## src/msseq_pkg.sv

```systemverilog
/*
  Shared constants and types of the multi-speed sequencer: register
  offsets, reset values, field limits, source codes and timing counts.
  Assumes a single 40 MHz clock and a 16-bit parameter word.
*/
package msseq_pkg;

  // ==========================================================
  // Clock and timing.
  localparam int CLK_HZ = 40_000_000;
  localparam int US_NS = 1000;
  localparam int US_CYCLES = (CLK_HZ / 1_000_000) * US_NS / 1000;
  localparam int US_PER_MS = 1000;
  localparam int MS_PER_S = 1000;

  // ==========================================================
  // Widths.
  localparam int ADDR_W = 8;
  localparam int DATA_W = 16;
  localparam int SEG_N = 16;

  // ==========================================================
  // Register offsets.
  localparam logic [7:0] OFS_METHOD = 8'h00;
  localparam logic [7:0] OFS_TOTAL = 8'h01;
  localparam logic [7:0] OFS_UNIT = 8'h02;
  localparam logic [7:0] OFS_PAIR_BASE = 8'h03;
  localparam logic [7:0] OFS_PAIR_LAST = 8'h0a;
  localparam logic [7:0] OFS_GEN_ACCEL = 8'h0b;
  localparam logic [7:0] OFS_GEN_DECEL = 8'h0c;
  localparam logic [7:0] OFS_SRC_SEL = 8'h0d;
  localparam logic [7:0] OFS_STATUS = 8'h0e;
  localparam logic [7:0] OFS_SPEED_NOW = 8'h0f;
  localparam logic [1:0] SEG_REGION = 2'h1;
  localparam logic [1:0] FLD_SPEED = 2'h0;
  localparam logic [1:0] FLD_DUR = 2'h1;
  localparam logic [1:0] FLD_RAMP = 2'h2;

  // ==========================================================
  // Reset values and limits.
  localparam logic [15:0] METHOD_RST = 16'h0000;
  localparam logic [15:0] TOTAL_RST = 16'h0010;
  localparam logic [15:0] UNIT_RST = 16'h0001;
  localparam logic [15:0] RAMP_TIME_RST = 16'h01f4;
  localparam logic [15:0] GEN_TIME_RST = 16'h01f4;
  localparam logic [15:0] SRC_SEL_RST = 16'h0000;
  localparam logic [15:0] SEG_SPEED_RST = 16'h0000;
  localparam logic [15:0] SEG_DUR_RST = 16'h000a;
  localparam logic [2:0] SEG_RAMP_RST = 3'h0;
  localparam logic [15:0] METHOD_MAX = 16'h0002;
  localparam logic [15:0] TOTAL_MIN = 16'h0001;
  localparam logic [15:0] TOTAL_MAX = 16'h0010;
  localparam logic [15:0] UNIT_MAX = 16'h0001;
  localparam logic [15:0] TIME_MAX = 16'h7fff;
  localparam logic [15:0] RAMP_SEL_MAX = 16'h0004;
  localparam logic [15:0] SPEED_BAD = 16'h8000;
  localparam logic [15:0] SRC_SEL_MAX = 16'h0007;

  // ==========================================================
  // Codes.
  localparam logic [1:0] METH_SINGLE = 2'h0;
  localparam logic [1:0] METH_CYCLE = 2'h1;
  localparam logic [1:0] METH_INPUT = 2'h2;
  localparam logic [2:0] SRC_MAIN = 3'h0;
  localparam logic [2:0] SRC_AUX = 3'h1;
  localparam logic [2:0] SRC_SWITCH = 3'h2;
  localparam logic [2:0] SRC_MULTI = 3'h5;

  // ==========================================================
  // Types.
  typedef struct packed {
    logic signed [15:0] speed;
    logic [15:0] dur;
    logic [2:0] ramp;
  } msseq_seg_t;

  typedef struct packed {
    logic running;
    logic stopped;
    logic [3:0] seg;
  } msseq_stat_t;

endpackage

```

## src/msseq_top.sv

```systemverilog
/*
  Multi-speed sequencer of a servo speed mode, with its parameter file.
  Assumes synchronous inputs, one 40 MHz clock and a plain register port
  whose read data appear one cycle after the read strobe.
*/
`timescale 1ns/100ps
module msseq_top
  import msseq_pkg::*;
#(
  parameter int US_DIV = US_CYCLES
) (
  input wire logic SYS_CLK,
  input wire logic SYS_RST,
  input wire logic [ADDR_W-1:0] REG_ADDR,
  input wire logic [DATA_W-1:0] REG_WDATA,
  input wire logic REG_WR,
  input wire logic REG_RD,
  output logic [DATA_W-1:0] REG_RDATA,
  input wire logic SERVO_EN,
  input wire logic MAIN_AUX_SWITCH,
  input wire logic [3:0] SEG_SELECT,
  input wire logic signed [15:0] MAIN_SPEED,
  input wire logic signed [15:0] AUX_SPEED,
  output logic signed [15:0] SPEED_CMD,
  output logic [3:0] ACTIVE_SEGMENT,
  output logic SEQ_RUNNING,
  output logic SEQ_STOPPED
);

  // ==========================================================
  // Elaboration check.
  // The microsecond divider counts in sixteen bits, so larger divides
  // would have their terminal count truncated to sixteen bits.
  if (US_DIV < 1 || US_DIV > 65535) begin : g_bad_div
    $error("US_DIV must lie between 1 and 65535");
  end

  // Stop is a parking state: a new pass needs enable to drop and return,
  // so a finished run cannot restart on its own.
  typedef enum logic [1:0] {ST_IDLE, ST_RUN, ST_STOP} msseq_state_t;

  // ==========================================================
  // Parameter storage.
  // Segments are plain flops; a memory would save area but would need a
  // read port each for the running segment, which the sequencer and the ramp share, and for the bus.
  logic [1:0] method_r;
  logic [4:0] total_r;
  logic unit_r;
  logic [15:0] pair_r [8];
  logic [15:0] gen_accel_r;
  logic [15:0] gen_decel_r;
  logic [2:0] src_sel_r;
  msseq_seg_t seg_r [SEG_N];

  // ==========================================================
  // Address decode.
  // Each segment takes four words from 0x40 upward; its fourth word
  // reads zero and ignores writes.
  wire in_seg = REG_ADDR[7:6] == SEG_REGION;
  wire [3:0] seg_a = REG_ADDR[5:2];
  wire [1:0] fld_a = REG_ADDR[1:0];
  wire in_pair = REG_ADDR >= OFS_PAIR_BASE && REG_ADDR <= OFS_PAIR_LAST;
  wire [2:0] pair_a = 3'(REG_ADDR - OFS_PAIR_BASE);
  wire time_ok = REG_WDATA <= TIME_MAX;
  wire wr_method = REG_WR && REG_ADDR == OFS_METHOD && !SERVO_EN
    && REG_WDATA <= METHOD_MAX;
  wire wr_total = REG_WR && REG_ADDR == OFS_TOTAL
    && REG_WDATA >= TOTAL_MIN && REG_WDATA <= TOTAL_MAX;
  wire wr_unit = REG_WR && REG_ADDR == OFS_UNIT && REG_WDATA <= UNIT_MAX;
  wire wr_pair = REG_WR && in_pair && time_ok;
  wire wr_gen_acc = REG_WR && REG_ADDR == OFS_GEN_ACCEL && time_ok;
  wire wr_gen_dec = REG_WR && REG_ADDR == OFS_GEN_DECEL && time_ok;
  wire wr_src = REG_WR && REG_ADDR == OFS_SRC_SEL
    && REG_WDATA <= SRC_SEL_MAX;
  wire wr_speed = REG_WR && in_seg && fld_a == FLD_SPEED
    && REG_WDATA != SPEED_BAD;
  wire wr_dur = REG_WR && in_seg && fld_a == FLD_DUR && time_ok;
  wire wr_ramp = REG_WR && in_seg && fld_a == FLD_RAMP
    && REG_WDATA <= RAMP_SEL_MAX;

  // Out-of-range values are dropped so a register never holds a code
  // the sequencer cannot act on.
  always_ff @(posedge SYS_CLK) begin
    if (SYS_RST) begin
      method_r <= METHOD_RST[1:0];
      total_r <= TOTAL_RST[4:0];
      unit_r <= UNIT_RST[0];
      gen_accel_r <= GEN_TIME_RST;
      gen_decel_r <= GEN_TIME_RST;
      src_sel_r <= SRC_SEL_RST[2:0];
    end else begin
      if (wr_method) begin
        method_r <= REG_WDATA[1:0];
      end
      if (wr_total) begin
        total_r <= REG_WDATA[4:0];
      end
      if (wr_unit) begin
        unit_r <= REG_WDATA[0];
      end
      if (wr_gen_acc) begin
        gen_accel_r <= REG_WDATA;
      end
      if (wr_gen_dec) begin
        gen_decel_r <= REG_WDATA;
      end
      if (wr_src) begin
        src_sel_r <= REG_WDATA[2:0];
      end
    end
  end

  for (genvar p = 0; p < 8; p++) begin : g_pair
    always_ff @(posedge SYS_CLK) begin
      if (SYS_RST) begin
        pair_r[p] <= RAMP_TIME_RST;
      end else if (wr_pair && pair_a == 3'(p)) begin
        pair_r[p] <= REG_WDATA;
      end
    end
  end

  for (genvar s = 0; s < SEG_N; s++) begin : g_seg
    wire hit = seg_a == 4'(s);
    always_ff @(posedge SYS_CLK) begin
      if (SYS_RST) begin
        seg_r[s].speed <= SEG_SPEED_RST;
        seg_r[s].dur <= SEG_DUR_RST;
        seg_r[s].ramp <= SEG_RAMP_RST;
      end else begin
        if (wr_speed && hit) begin
          seg_r[s].speed <= REG_WDATA;
        end
        if (wr_dur && hit) begin
          seg_r[s].dur <= REG_WDATA;
        end
        if (wr_ramp && hit) begin
          seg_r[s].ramp <= REG_WDATA[2:0];
        end
      end
    end
  end

  // ==========================================================
  // Time base.
  logic [15:0] us_cnt_r;
  logic [9:0] ms_cnt_r;
  logic [9:0] s_cnt_r;
  logic seg_start;
  wire us_tick = us_cnt_r == 16'(US_DIV - 1);
  wire ms_tick = us_tick && ms_cnt_r == 10'(US_PER_MS - 1);
  wire s_tick = ms_tick && s_cnt_r == 10'(MS_PER_S - 1);
  wire unit_tick = unit_r ? s_tick : ms_tick;

  // Unit dividers restart with each segment so a segment lasts its full
  // time rather than up to one unit less.
  always_ff @(posedge SYS_CLK) begin
    if (SYS_RST || seg_start) begin
      us_cnt_r <= 16'h0000;
      ms_cnt_r <= 10'h000;
      s_cnt_r <= 10'h000;
    end else begin
      us_cnt_r <= us_tick ? 16'h0000 : us_cnt_r + 16'h0001;
      if (us_tick) begin
        ms_cnt_r <= ms_tick ? 10'h000 : ms_cnt_r + 10'h001;
      end
      if (ms_tick) begin
        s_cnt_r <= s_tick ? 10'h000 : s_cnt_r + 10'h001;
      end
    end
  end

  // ==========================================================
  // Segment sequencer.
  // In input mode the segment timer is not consulted: the select bits
  // alone decide when the segment changes.
  msseq_state_t state_r;
  msseq_state_t state_nxt;
  logic [3:0] idx_r;
  logic [3:0] idx_nxt;
  logic [15:0] seg_time_r;
  msseq_seg_t cur;
  assign cur = seg_r[idx_r];
  wire dur_done = seg_time_r >= cur.dur;
  // Greater-or-equal also ends a pass when the total is lowered below
  // the segment that is running.
  wire last_seg = {1'b0, idx_r} + 5'h01 >= total_r;
  wire sel_changed = SEG_SELECT != idx_r;

  // Dropping enable overrides every state and clears the ramp, so with the multi-speed
  // source selected the command falls back to zero two cycles after a disable.
  always_comb begin
    state_nxt = state_r;
    idx_nxt = idx_r;
    seg_start = 1'b0;
    case (state_r)
      ST_IDLE: begin
        if (SERVO_EN) begin
          state_nxt = ST_RUN;
          seg_start = 1'b1;
          idx_nxt = method_r == METH_INPUT ? SEG_SELECT : 4'h0;
        end
      end
      ST_RUN: begin
        if (method_r == METH_INPUT) begin
          if (sel_changed) begin
            idx_nxt = SEG_SELECT;
            seg_start = 1'b1;
          end
        end else if (dur_done) begin
          seg_start = 1'b1;
          if (last_seg && method_r == METH_SINGLE) begin
            state_nxt = ST_STOP;
          end else if (last_seg) begin
            idx_nxt = 4'h0;
          end else begin
            idx_nxt = idx_r + 4'h1;
          end
        end
      end
      ST_STOP: begin
        state_nxt = ST_STOP;
      end
      default: begin
        state_nxt = ST_IDLE;
      end
    endcase
    if (!SERVO_EN) begin
      state_nxt = ST_IDLE;
      seg_start = 1'b0;
    end
  end

  always_ff @(posedge SYS_CLK) begin
    if (SYS_RST) begin
      state_r <= ST_IDLE;
      idx_r <= 4'h0;
      seg_time_r <= 16'h0000;
    end else begin
      state_r <= state_nxt;
      idx_r <= idx_nxt;
      if (seg_start) begin
        seg_time_r <= 16'h0000;
      end else if (unit_tick && !dur_done) begin
        seg_time_r <= seg_time_r + 16'h0001;
      end
    end
  end

  // ==========================================================
  // Ramp generator.
  // One rpm step per ramp-time microseconds gives 1000 rpm per ramp time.
  // A zero ramp time jumps straight to the target; the step counter avoids
  // a divider at the cost of a fixed 1000 rpm reference.
  logic signed [15:0] ramp_r;
  logic [15:0] ramp_cnt_r;
  wire signed [15:0] target = state_r == ST_RUN ? cur.speed : 16'sh0000;
  wire rising = target > ramp_r;
  wire away = rising ? ramp_r >= 16'sh0000 : ramp_r <= 16'sh0000;
  wire [2:0] pair_sel = cur.ramp - 3'h1;
  wire [15:0] pair_acc = pair_r[{pair_sel[1:0], 1'b0}];
  wire [15:0] pair_dec = pair_r[{pair_sel[1:0], 1'b1}];
  wire [15:0] acc_time = cur.ramp == 3'h0 ? gen_accel_r : pair_acc;
  wire [15:0] dec_time = cur.ramp == 3'h0 ? gen_decel_r : pair_dec;
  wire [15:0] ramp_time = away ? acc_time : dec_time;
  wire ramp_step = us_tick && ramp_cnt_r + 16'h0001 >= ramp_time;

  always_ff @(posedge SYS_CLK) begin
    if (SYS_RST || !SERVO_EN) begin
      ramp_r <= 16'sh0000;
      ramp_cnt_r <= 16'h0000;
    end else if (ramp_r == target) begin
      ramp_cnt_r <= 16'h0000;
    end else if (ramp_time == 16'h0000) begin
      ramp_r <= target;
    end else if (ramp_step) begin
      ramp_cnt_r <= 16'h0000;
      ramp_r <= rising ? ramp_r + 16'sh0001 : ramp_r - 16'sh0001;
    end else if (us_tick) begin
      ramp_cnt_r <= ramp_cnt_r + 16'h0001;
    end
  end

  // ==========================================================
  // Speed command selection.
  // Source codes with no meaning here command zero rather than a stale
  // value, so a stray selection cannot spin the motor.
  logic signed [15:0] cmd_nxt;
  always_comb begin
    case (src_sel_r)
      SRC_MAIN: cmd_nxt = MAIN_SPEED;
      SRC_AUX: cmd_nxt = AUX_SPEED;
      SRC_SWITCH: cmd_nxt = MAIN_AUX_SWITCH ? AUX_SPEED : MAIN_SPEED;
      SRC_MULTI: cmd_nxt = ramp_r;
      default: cmd_nxt = 16'sh0000;
    endcase
  end

  always_ff @(posedge SYS_CLK) begin
    if (SYS_RST) begin
      SPEED_CMD <= 16'sh0000;
      ACTIVE_SEGMENT <= 4'h0;
      SEQ_RUNNING <= 1'b0;
      SEQ_STOPPED <= 1'b0;
    end else begin
      SPEED_CMD <= cmd_nxt;
      ACTIVE_SEGMENT <= idx_r;
      SEQ_RUNNING <= state_r == ST_RUN;
      SEQ_STOPPED <= state_r == ST_STOP;
    end
  end

  // ==========================================================
  // Read port.
  // Read data are cleared outside the read cycle, so the bus reads zero
  // whenever nothing is being read.
  msseq_stat_t stat;
  assign stat = '{running: state_r == ST_RUN, stopped: state_r == ST_STOP,
                  seg: idx_r};
  msseq_seg_t rseg;
  assign rseg = seg_r[seg_a];
  logic [15:0] rd_nxt;
  always_comb begin
    rd_nxt = 16'h0000;
    if (in_seg) begin
      case (fld_a)
        FLD_SPEED: rd_nxt = rseg.speed;
        FLD_DUR: rd_nxt = rseg.dur;
        FLD_RAMP: rd_nxt = {13'h0000, rseg.ramp};
        default: rd_nxt = 16'h0000;
      endcase
    end else if (in_pair) begin
      rd_nxt = pair_r[pair_a];
    end else begin
      case (REG_ADDR)
        OFS_METHOD: rd_nxt = {14'h0000, method_r};
        OFS_TOTAL: rd_nxt = {11'h000, total_r};
        OFS_UNIT: rd_nxt = {15'h0000, unit_r};
        OFS_GEN_ACCEL: rd_nxt = gen_accel_r;
        OFS_GEN_DECEL: rd_nxt = gen_decel_r;
        OFS_SRC_SEL: rd_nxt = {13'h0000, src_sel_r};
        OFS_STATUS: rd_nxt = {10'h000, stat};
        OFS_SPEED_NOW: rd_nxt = SPEED_CMD;
        default: rd_nxt = 16'h0000;
      endcase
    end
  end

  always_ff @(posedge SYS_CLK) begin
    if (SYS_RST) begin
      REG_RDATA <= 16'h0000;
    end else if (REG_RD) begin
      REG_RDATA <= rd_nxt;
    end else begin
      REG_RDATA <= 16'h0000;
    end
  end

endmodule

```

## config.mk

```make
export PLATFORM = sky130hd
export DESIGN_NAME = msseq_top
export DESIGN_NICKNAME = d
export VERILOG_FILES = /design/src/msseq_pkg.sv /design/src/msseq_top.sv
export SDC_FILE = /design/constraint.sdc
export NUM_CORES = 2
export LEC_CHECK = 0
export BUFFER_PORTS_ARGS = -buffer_cell sky130_fd_sc_hd__buf_2
export CAP_MARGIN = 15
export CORE_AREA = 2 2 270 325
export CTS_CLUSTER_SIZE = 8
export DETAILED_ROUTE_END_ITERATION = 10
export DIE_AREA = 0 0 272 327
export PLACE_DENSITY = 0.73
export RECOVER_POWER = 100
export SYNTH_ARGS = -nofsm -noshare
export SYNTH_HDL_FRONTEND = slang
export SYNTH_SLANG_ARGS = --single-unit
```

## constraint.sdc

```tcl
create_clock -name SYS_CLK -period 7 [get_ports SYS_CLK]
set_input_delay 1.05 -clock SYS_CLK [delete_from_list [all_inputs] [get_ports SYS_CLK]]
set_output_delay 1.05 -clock SYS_CLK [all_outputs]
set_load 0.005 [all_outputs]
```

Word-level counts from Yosys, hierarchy flattened
Memories as Yosys holds them, arrays and structs flattened. A register that Yosys moved wholly into a read port is not among the register bits.
Cells that the tools add are included.
{"block": "totals", "register_bits": 171, "ramBits": 688, "in_bits": 66, "out_inout_bits": 38, "elab_cells": 532, "memories": 2}
{"memory": "seg_r", "depth": 16, "width": 35, "read_ports": 2, "rd_ports_with_merged_regs": 1, "wr": 16, "line_no": "msseq_top.sv:53", "rtl": "msseq_seg_t seg_r [SEG_N];"}
{"memory": "pair_r", "depth": 8, "width": 16, "read_ports": 3, "rd_ports_with_merged_regs": 0, "wr": 8, "line_no": "msseq_top.sv:49", "rtl": "logic [15:0] pair_r [8];"}
{"block": "op_classes", "add_sub_neg": 11, "n_lt_le_gt_ge": 15, "n_eq_ne": 51, "mux": 264, "bitwise_logic": 60, "reduce_logical": 110}
{"op": "2-to-1 mux 16 bit", "count": 52}
{"op": "2-to-1 mux 1 bit", "count": 176}
{"op": "case mux 16 bit (8 select lines)", "count": 1}
{"op": "logical AND 1 bit", "count": 85}
{"op": "case mux 16 bit (4 select lines)", "count": 1}
{"op": "bitwise OR 1 bit", "count": 56}
{"op": "adder 16 x 1 -> 16 bit, second input constant", "count": 3}
{"op": "2-to-1 mux 3 bit", "count": 16}
{"op": "case mux 16 bit (3 select lines)", "count": 1}
{"op": "equality test 8 x 4 -> 1 bit, second input constant", "count": 5}
{"op": "2-to-1 mux 4 bit", "count": 9}
{"op": "equality test 4 bit, second input constant", "count": 8}
{"op": ">= comparator 16 x 1 -> 1 bit, second input constant", "count": 2}
{"op": ">= comparator 16 bit", "count": 2}
{"op": "<= comparator 16 x 1 -> 1 bit, second input constant", "count": 2}
{"op": "<= comparator 16 x 3 -> 1 bit, second input constant", "count": 2}
{"op": "adder 10 x 1 -> 10 bit, second input constant", "count": 2}
{"op": "equality test 10 bit, second input constant", "count": 2}
{"op": "2-to-1 mux 10 bit", "count": 2}
{"op": "adder 16 x 2 -> 16 bit, second input constant", "count": 1}
{"op": "equality test 16 bit", "count": 1}
{"op": "equality test 16 x 6 -> 1 bit, second input constant", "count": 1}
{"op": "equality test 4 x 3 -> 1 bit, second input constant", "count": 4}
{"op": "greater-than comparator 16 bit", "count": 1}
{"op": "43 further kinds", "count": 76}

Depth between registers and ports, before layout
{"block": "logic_depth", "word_depth": 9, "mapped_depth": 31, "ltp_nobuf": 24}

Worst setup path after synthesis
Ideal clock, no wire load.
{"block": "synth_path", "kind": "flip-flop to flip-flop", "startpoint": "reg with a tool-made name", "endpoint": "reg ramp_r[2]", "t_arrival_ps": 7435, "required_ps": 6888, "setup_slack_ps": -547, "stages_incl_launch_ff": 28, "n_path_buf": 8, "synth_period_minus_slack_ps": 7547, "path_cell_list": "dfxtp_1 buf_1 buf_1 clkbuf_1 clkbuf_1 buf_1 mux4_2 mux4_2 inv_1 ha_1 clkbuf_1 clkbuf_1 mux4_2 nand2_1 nand2_1 o21ai_0 ha_1 a21o_1 a21o_1 a21o_1 a21o_1 a21oi_1 o21ai_0 a41o_1 clkbuf_1 nand2_1 nor3_1 a2111oi_1"}
{"item": "to (signal assigned)", "line_no": "msseq_top.sv:275", "rtl": "ramp_r <= target;"}
{"item": "to (signal assigned)", "line_no": "msseq_top.sv:278", "rtl": "ramp_r <= rising ? ramp_r + 16'sh0001 : ramp_r - 16'sh0001;"}
{"item": "to (decl)", "line_no": "msseq_top.sv:255", "rtl": "logic signed [15:0] ramp_r;"}

==> PnR_summary.wiki <==
{| class="wikitable"
! Metric !! Value
|-
| Clock tree from TritonCTS || built
|-
| Worst r2r dst || ramp_r[2]
|-
| Antenna violations before repair || 15
|-
| Total wire length after detailed routing || 143000 um
|-
| Startpoint Class || flip-flop
|-
| Longest Clk Path Bufs || 3
|-
| Placed wire-length estimate || 94200 um
|-
| Register bit total from synthesis || 863
|-
| Syn avg cell area || 13.2 um2
|-
| Most common flop cell mapped by yosys || edfxtp_1
|-
| Yosys top cell area share || 44.1%
|-
| Slowest cell delay on critical path || 0.55 ns
|-
| H-Tree Level Count || 3
|-
| Worst voltage drop across the vdd grid || 0.196 mV
|-
| Buffers on Ports || 103
|-
| Setup slack of the worst register-to-register path || between 0.4 and 0.5 ns
|-
| WHS Endpoint || us_cnt_r[0]
|-
| Cell area after synthesis || 0.0468 mm2
|-
| Die Y || ~330 um
|-
| Slowest CP cell || mux4_2
|-
| Data arrival time of the critical path || 7.14 ns
|-
| Via Count || 32715
|-
| Worst-Margin Slew || 3.72 ns
|-
| Final count of pins violating max slew || 400
|-
| Number of CTS-inserted buffers || 118
|-
| Pre-Repair DR Iteration Count || 9
|-
| Count leader, synth || edfxtp_1
|-
| Post-detailed-route DRC marker count || 0
|-
| Via density || 6.77
|-
| Pwr/cell area || 248 mW/mm2
|-
| Clock root cell || clkbuf_16
|-
| Clock period minus worst slack || around 6.6 ns
|-
| First-pass GRT wire length || 211000 um
|-
| Crit end category || flip-flop
|-
| CTS sink count || 863
|-
| Normalized max-slew margin || -148%
|-
| Placed instance area || ~0.049 mm2
|-
| Number of instances in the synthesized netlist || 3552
|-
| Post-layout net count || 3766
|-
| Clock slew at the register clock pins of the worst setup and hold paths || about 0.05 ns
|-
| Kind of cell adding the most delay to the critical path || compound AO/OA/AOI/OAI gates
|-
| Hold-critical path depth || 1
|-
| Maximum fanout along the worst path || 26
|-
| Cell type contributing the most total cell area after synthesis || edfxtp_1
|-
| Number of placement rows || 118
|-
| Result of the run || finished with violations
|-
| Area of the die || about 0.09 mm2
|-
| Leak || 17.5 nW
|-
| Core outline area || ~0.086 mm2
|-
| Maximum number of pins on one net before global-route repair || 63
|-
| Cell types occupying the most area after synthesis || edfxtp_1, mux4_2, and2_1
|-
| Total global routing overflow || 0
|-
| Final hold violation count || 0
|-
| Overall Global Routing Usage || 32.2%
|-
| Maximum achievable frequency || 152 MHz
|-
| Fraction of final layout cells with drive strength greater than 1 || 19.5%
|-
| Detailed Route Iter0 Violations || 4788
|-
| CP Class || flip-flop to flip-flop
|-
| Worst hold margin || 0.452 ns
|-
| Fin crit share || 93.9%
|-
| Fraction of registers with async set/reset || 0%
|-
| Post-synthesis cell type count || 76
|-
| Number of synthesized flops with an enable pin || around 690
|-
| Number of nets with antenna violations after routing || 0
|-
| Violated checks || max-capacitance violations, max-slew violations
|-
| Top cells by instance count after synthesis || edfxtp_1, and2_1, mux4_2
|-
| Number of placed I/O pins || around 100
|-
| Design Area, Final || 0.0519 mm2
|-
| Horizontal extent of the die || 272 um
|-
| Crit-path most repeated cell || a21o_1
|-
| Clock network latency to the later pin of the worst-skew pair || slightly above 0.7 ns
|-
| CP bufs+invs || 2
|-
| Startpoint of the most critical hold path || us_cnt_r[0]
|-
| Placer's final routability congestion estimate || 0.961
|-
| Required time worst endpoint || approximately 7.6 ns
|-
| Number of synthesis warnings || 0
|-
| Final count of negative-setup-slack endpoints || 0
|-
| Synth-to-layout area growth || 10.8%
|-
| Sequential cell area fraction in the yosys report || around half
|-
| Initial cell density of the core || 54.6%
|-
| Clock Skews || 0.0581 ns
|-
| Routed length per placed instance || 29.6 um
|-
| Total of max-cap violations || 18
|-
| R2r worst-path depth || 26
|-
| Class of the most critical hold timing path || flip-flop to flip-flop
|-
| Vias in the first global route || ~32000
|}
cell families after synthesis:
| group | after synthesis | share of synthesized area (%) |
|---|---|---|
| and+or+nand+nor | 1340 | 15.6 |
| DFF | 863 | 51.6 |
| muxes | 458 | 20.9 |
| AOI/OAI and AO/OA | 373 | 5.30 |
| buffers and inverters | 366 | 3.07 |
| adders and majority gates | 86 | 2.31 |
| xor gates and xnor gates | 65 | 1.22 |
| other | 1 | 0.00801 |
worst max-delay path by stage:
stage / slack [ns] / cells after the start / to / from
2_1_floorplan: 0.02 / 30 / ramp_r[2] / flip-flop
3_3_place_gp: 0.16 / 24 / ramp_r[5] / flip-flop
3_5_place_dp: 0.09 / 24 / ramp_r[5] / flip-flop
4_1_cts: 0.05 / 24 / ramp_r[5] / flip-flop
5_1_grt: -0.005 / 26 / ramp_r[14] / flip-flop
6_report: 0.43 / 26 / ramp_r[2] / flip-flop
cell type report:
| cell class | count | area, um2 |
|---|---|---|
| Antenna cell | 4 | 10.0 |
| Clock inverter | 7 | 135 |
| Sequential cell | 863 | 24200 |
| Clock buffer | 186 | 3230 |
| Timing Repair Buffer | 227 | 1320 |
| Fill cell | 6537 | 33900 |
| Inverter | 58 | 221 |
| Multi-Input combinational cell | 2346 | 21400 |
| Tap cell | 1140 | 1430 |
sequential cells by signal (all words and copies together) (netlist names), 3 cells and up, named ones only:
register        flops
ramp_cnt_r         16
gen_accel_r        16
src_sel_r           3
REG_RDATA          16
idx_r               4
seg_time_r         16
ACTIVE_SEGMENT      4
ms_cnt_r           10
pair_r            128
s_cnt_r            10
gen_decel_r        16
ramp_r             16
total_r             5
us_cnt_r           16
seg_r             560
SPEED_CMD          16
cells in the final DEF, fill, tap and decap left out, drive strengths merged, types with 15 or more instances in the layout:
cell and n:
buf 157, mux2i 40, a22o 15, xnor2 23, dfxtp 175, a21oi 93, xor2 42, inv 58
mux4 414, a222oi 31, nand3 71, nor3 57, and3 32, or3 81, edfxtp 688, nor2 186
nor2b 22, ha 85, a22oi 18, nand2 217, conb 24, nand4 31, o21ai 110, clkbuf 256
nand2b 39, and2 562
power breakdown:
group | internal, W | switching, W
Combinational | 0.000705 | 0.000959
Clock | 0.00315 | 0.00218
Sequential | 0.00576 | 0.000131
Total | 0.00961 | 0.00327
through the flow:
step / setup TNS (ns) / power [W] / cells / utilization (%) / setup WS (ns)
after floorplan: 0 / 0.00698 / 3575 / - / 0.0167
after global placement: 0 / 0.00753 / 4620 / 56.7 / 0.162
after detailed placement: 0 / 0.00757 / 4622 / 56.7 / 0.0865
after CTS: 0 / 0.0128 / 4815 / 60.6 / 0.0526
after global routing: -0.00488 / 0.0132 / 4828 / 60.5 / -0.00488
final: 0 / 0.0129 / 4831 / 60.5 / 0.426
per-layer routing:
| metal | global-route usage, % | share of wire, % | vias up |
|---|---|---|---|
| li1 | - | - | 13637 |
| met1 | 40.5 | 34 | 16300 |
| met2 | 50.6 | 47 | 2241 |
| met3 | 8.24 | 12 | 527 |
| met4 | 18.9 | 7.1 | 10 |
| met5 | 0 | 0.039 | - |
what timing repair did:
item,CTS,global route
setup buffers,0,11
endpoints found under the setup margin,0,40
endpoints found under the hold margin,0,0
hold buffers,0,0
resized for setup,0,8
Note: power is estimated with default switching activity, not from simulation.
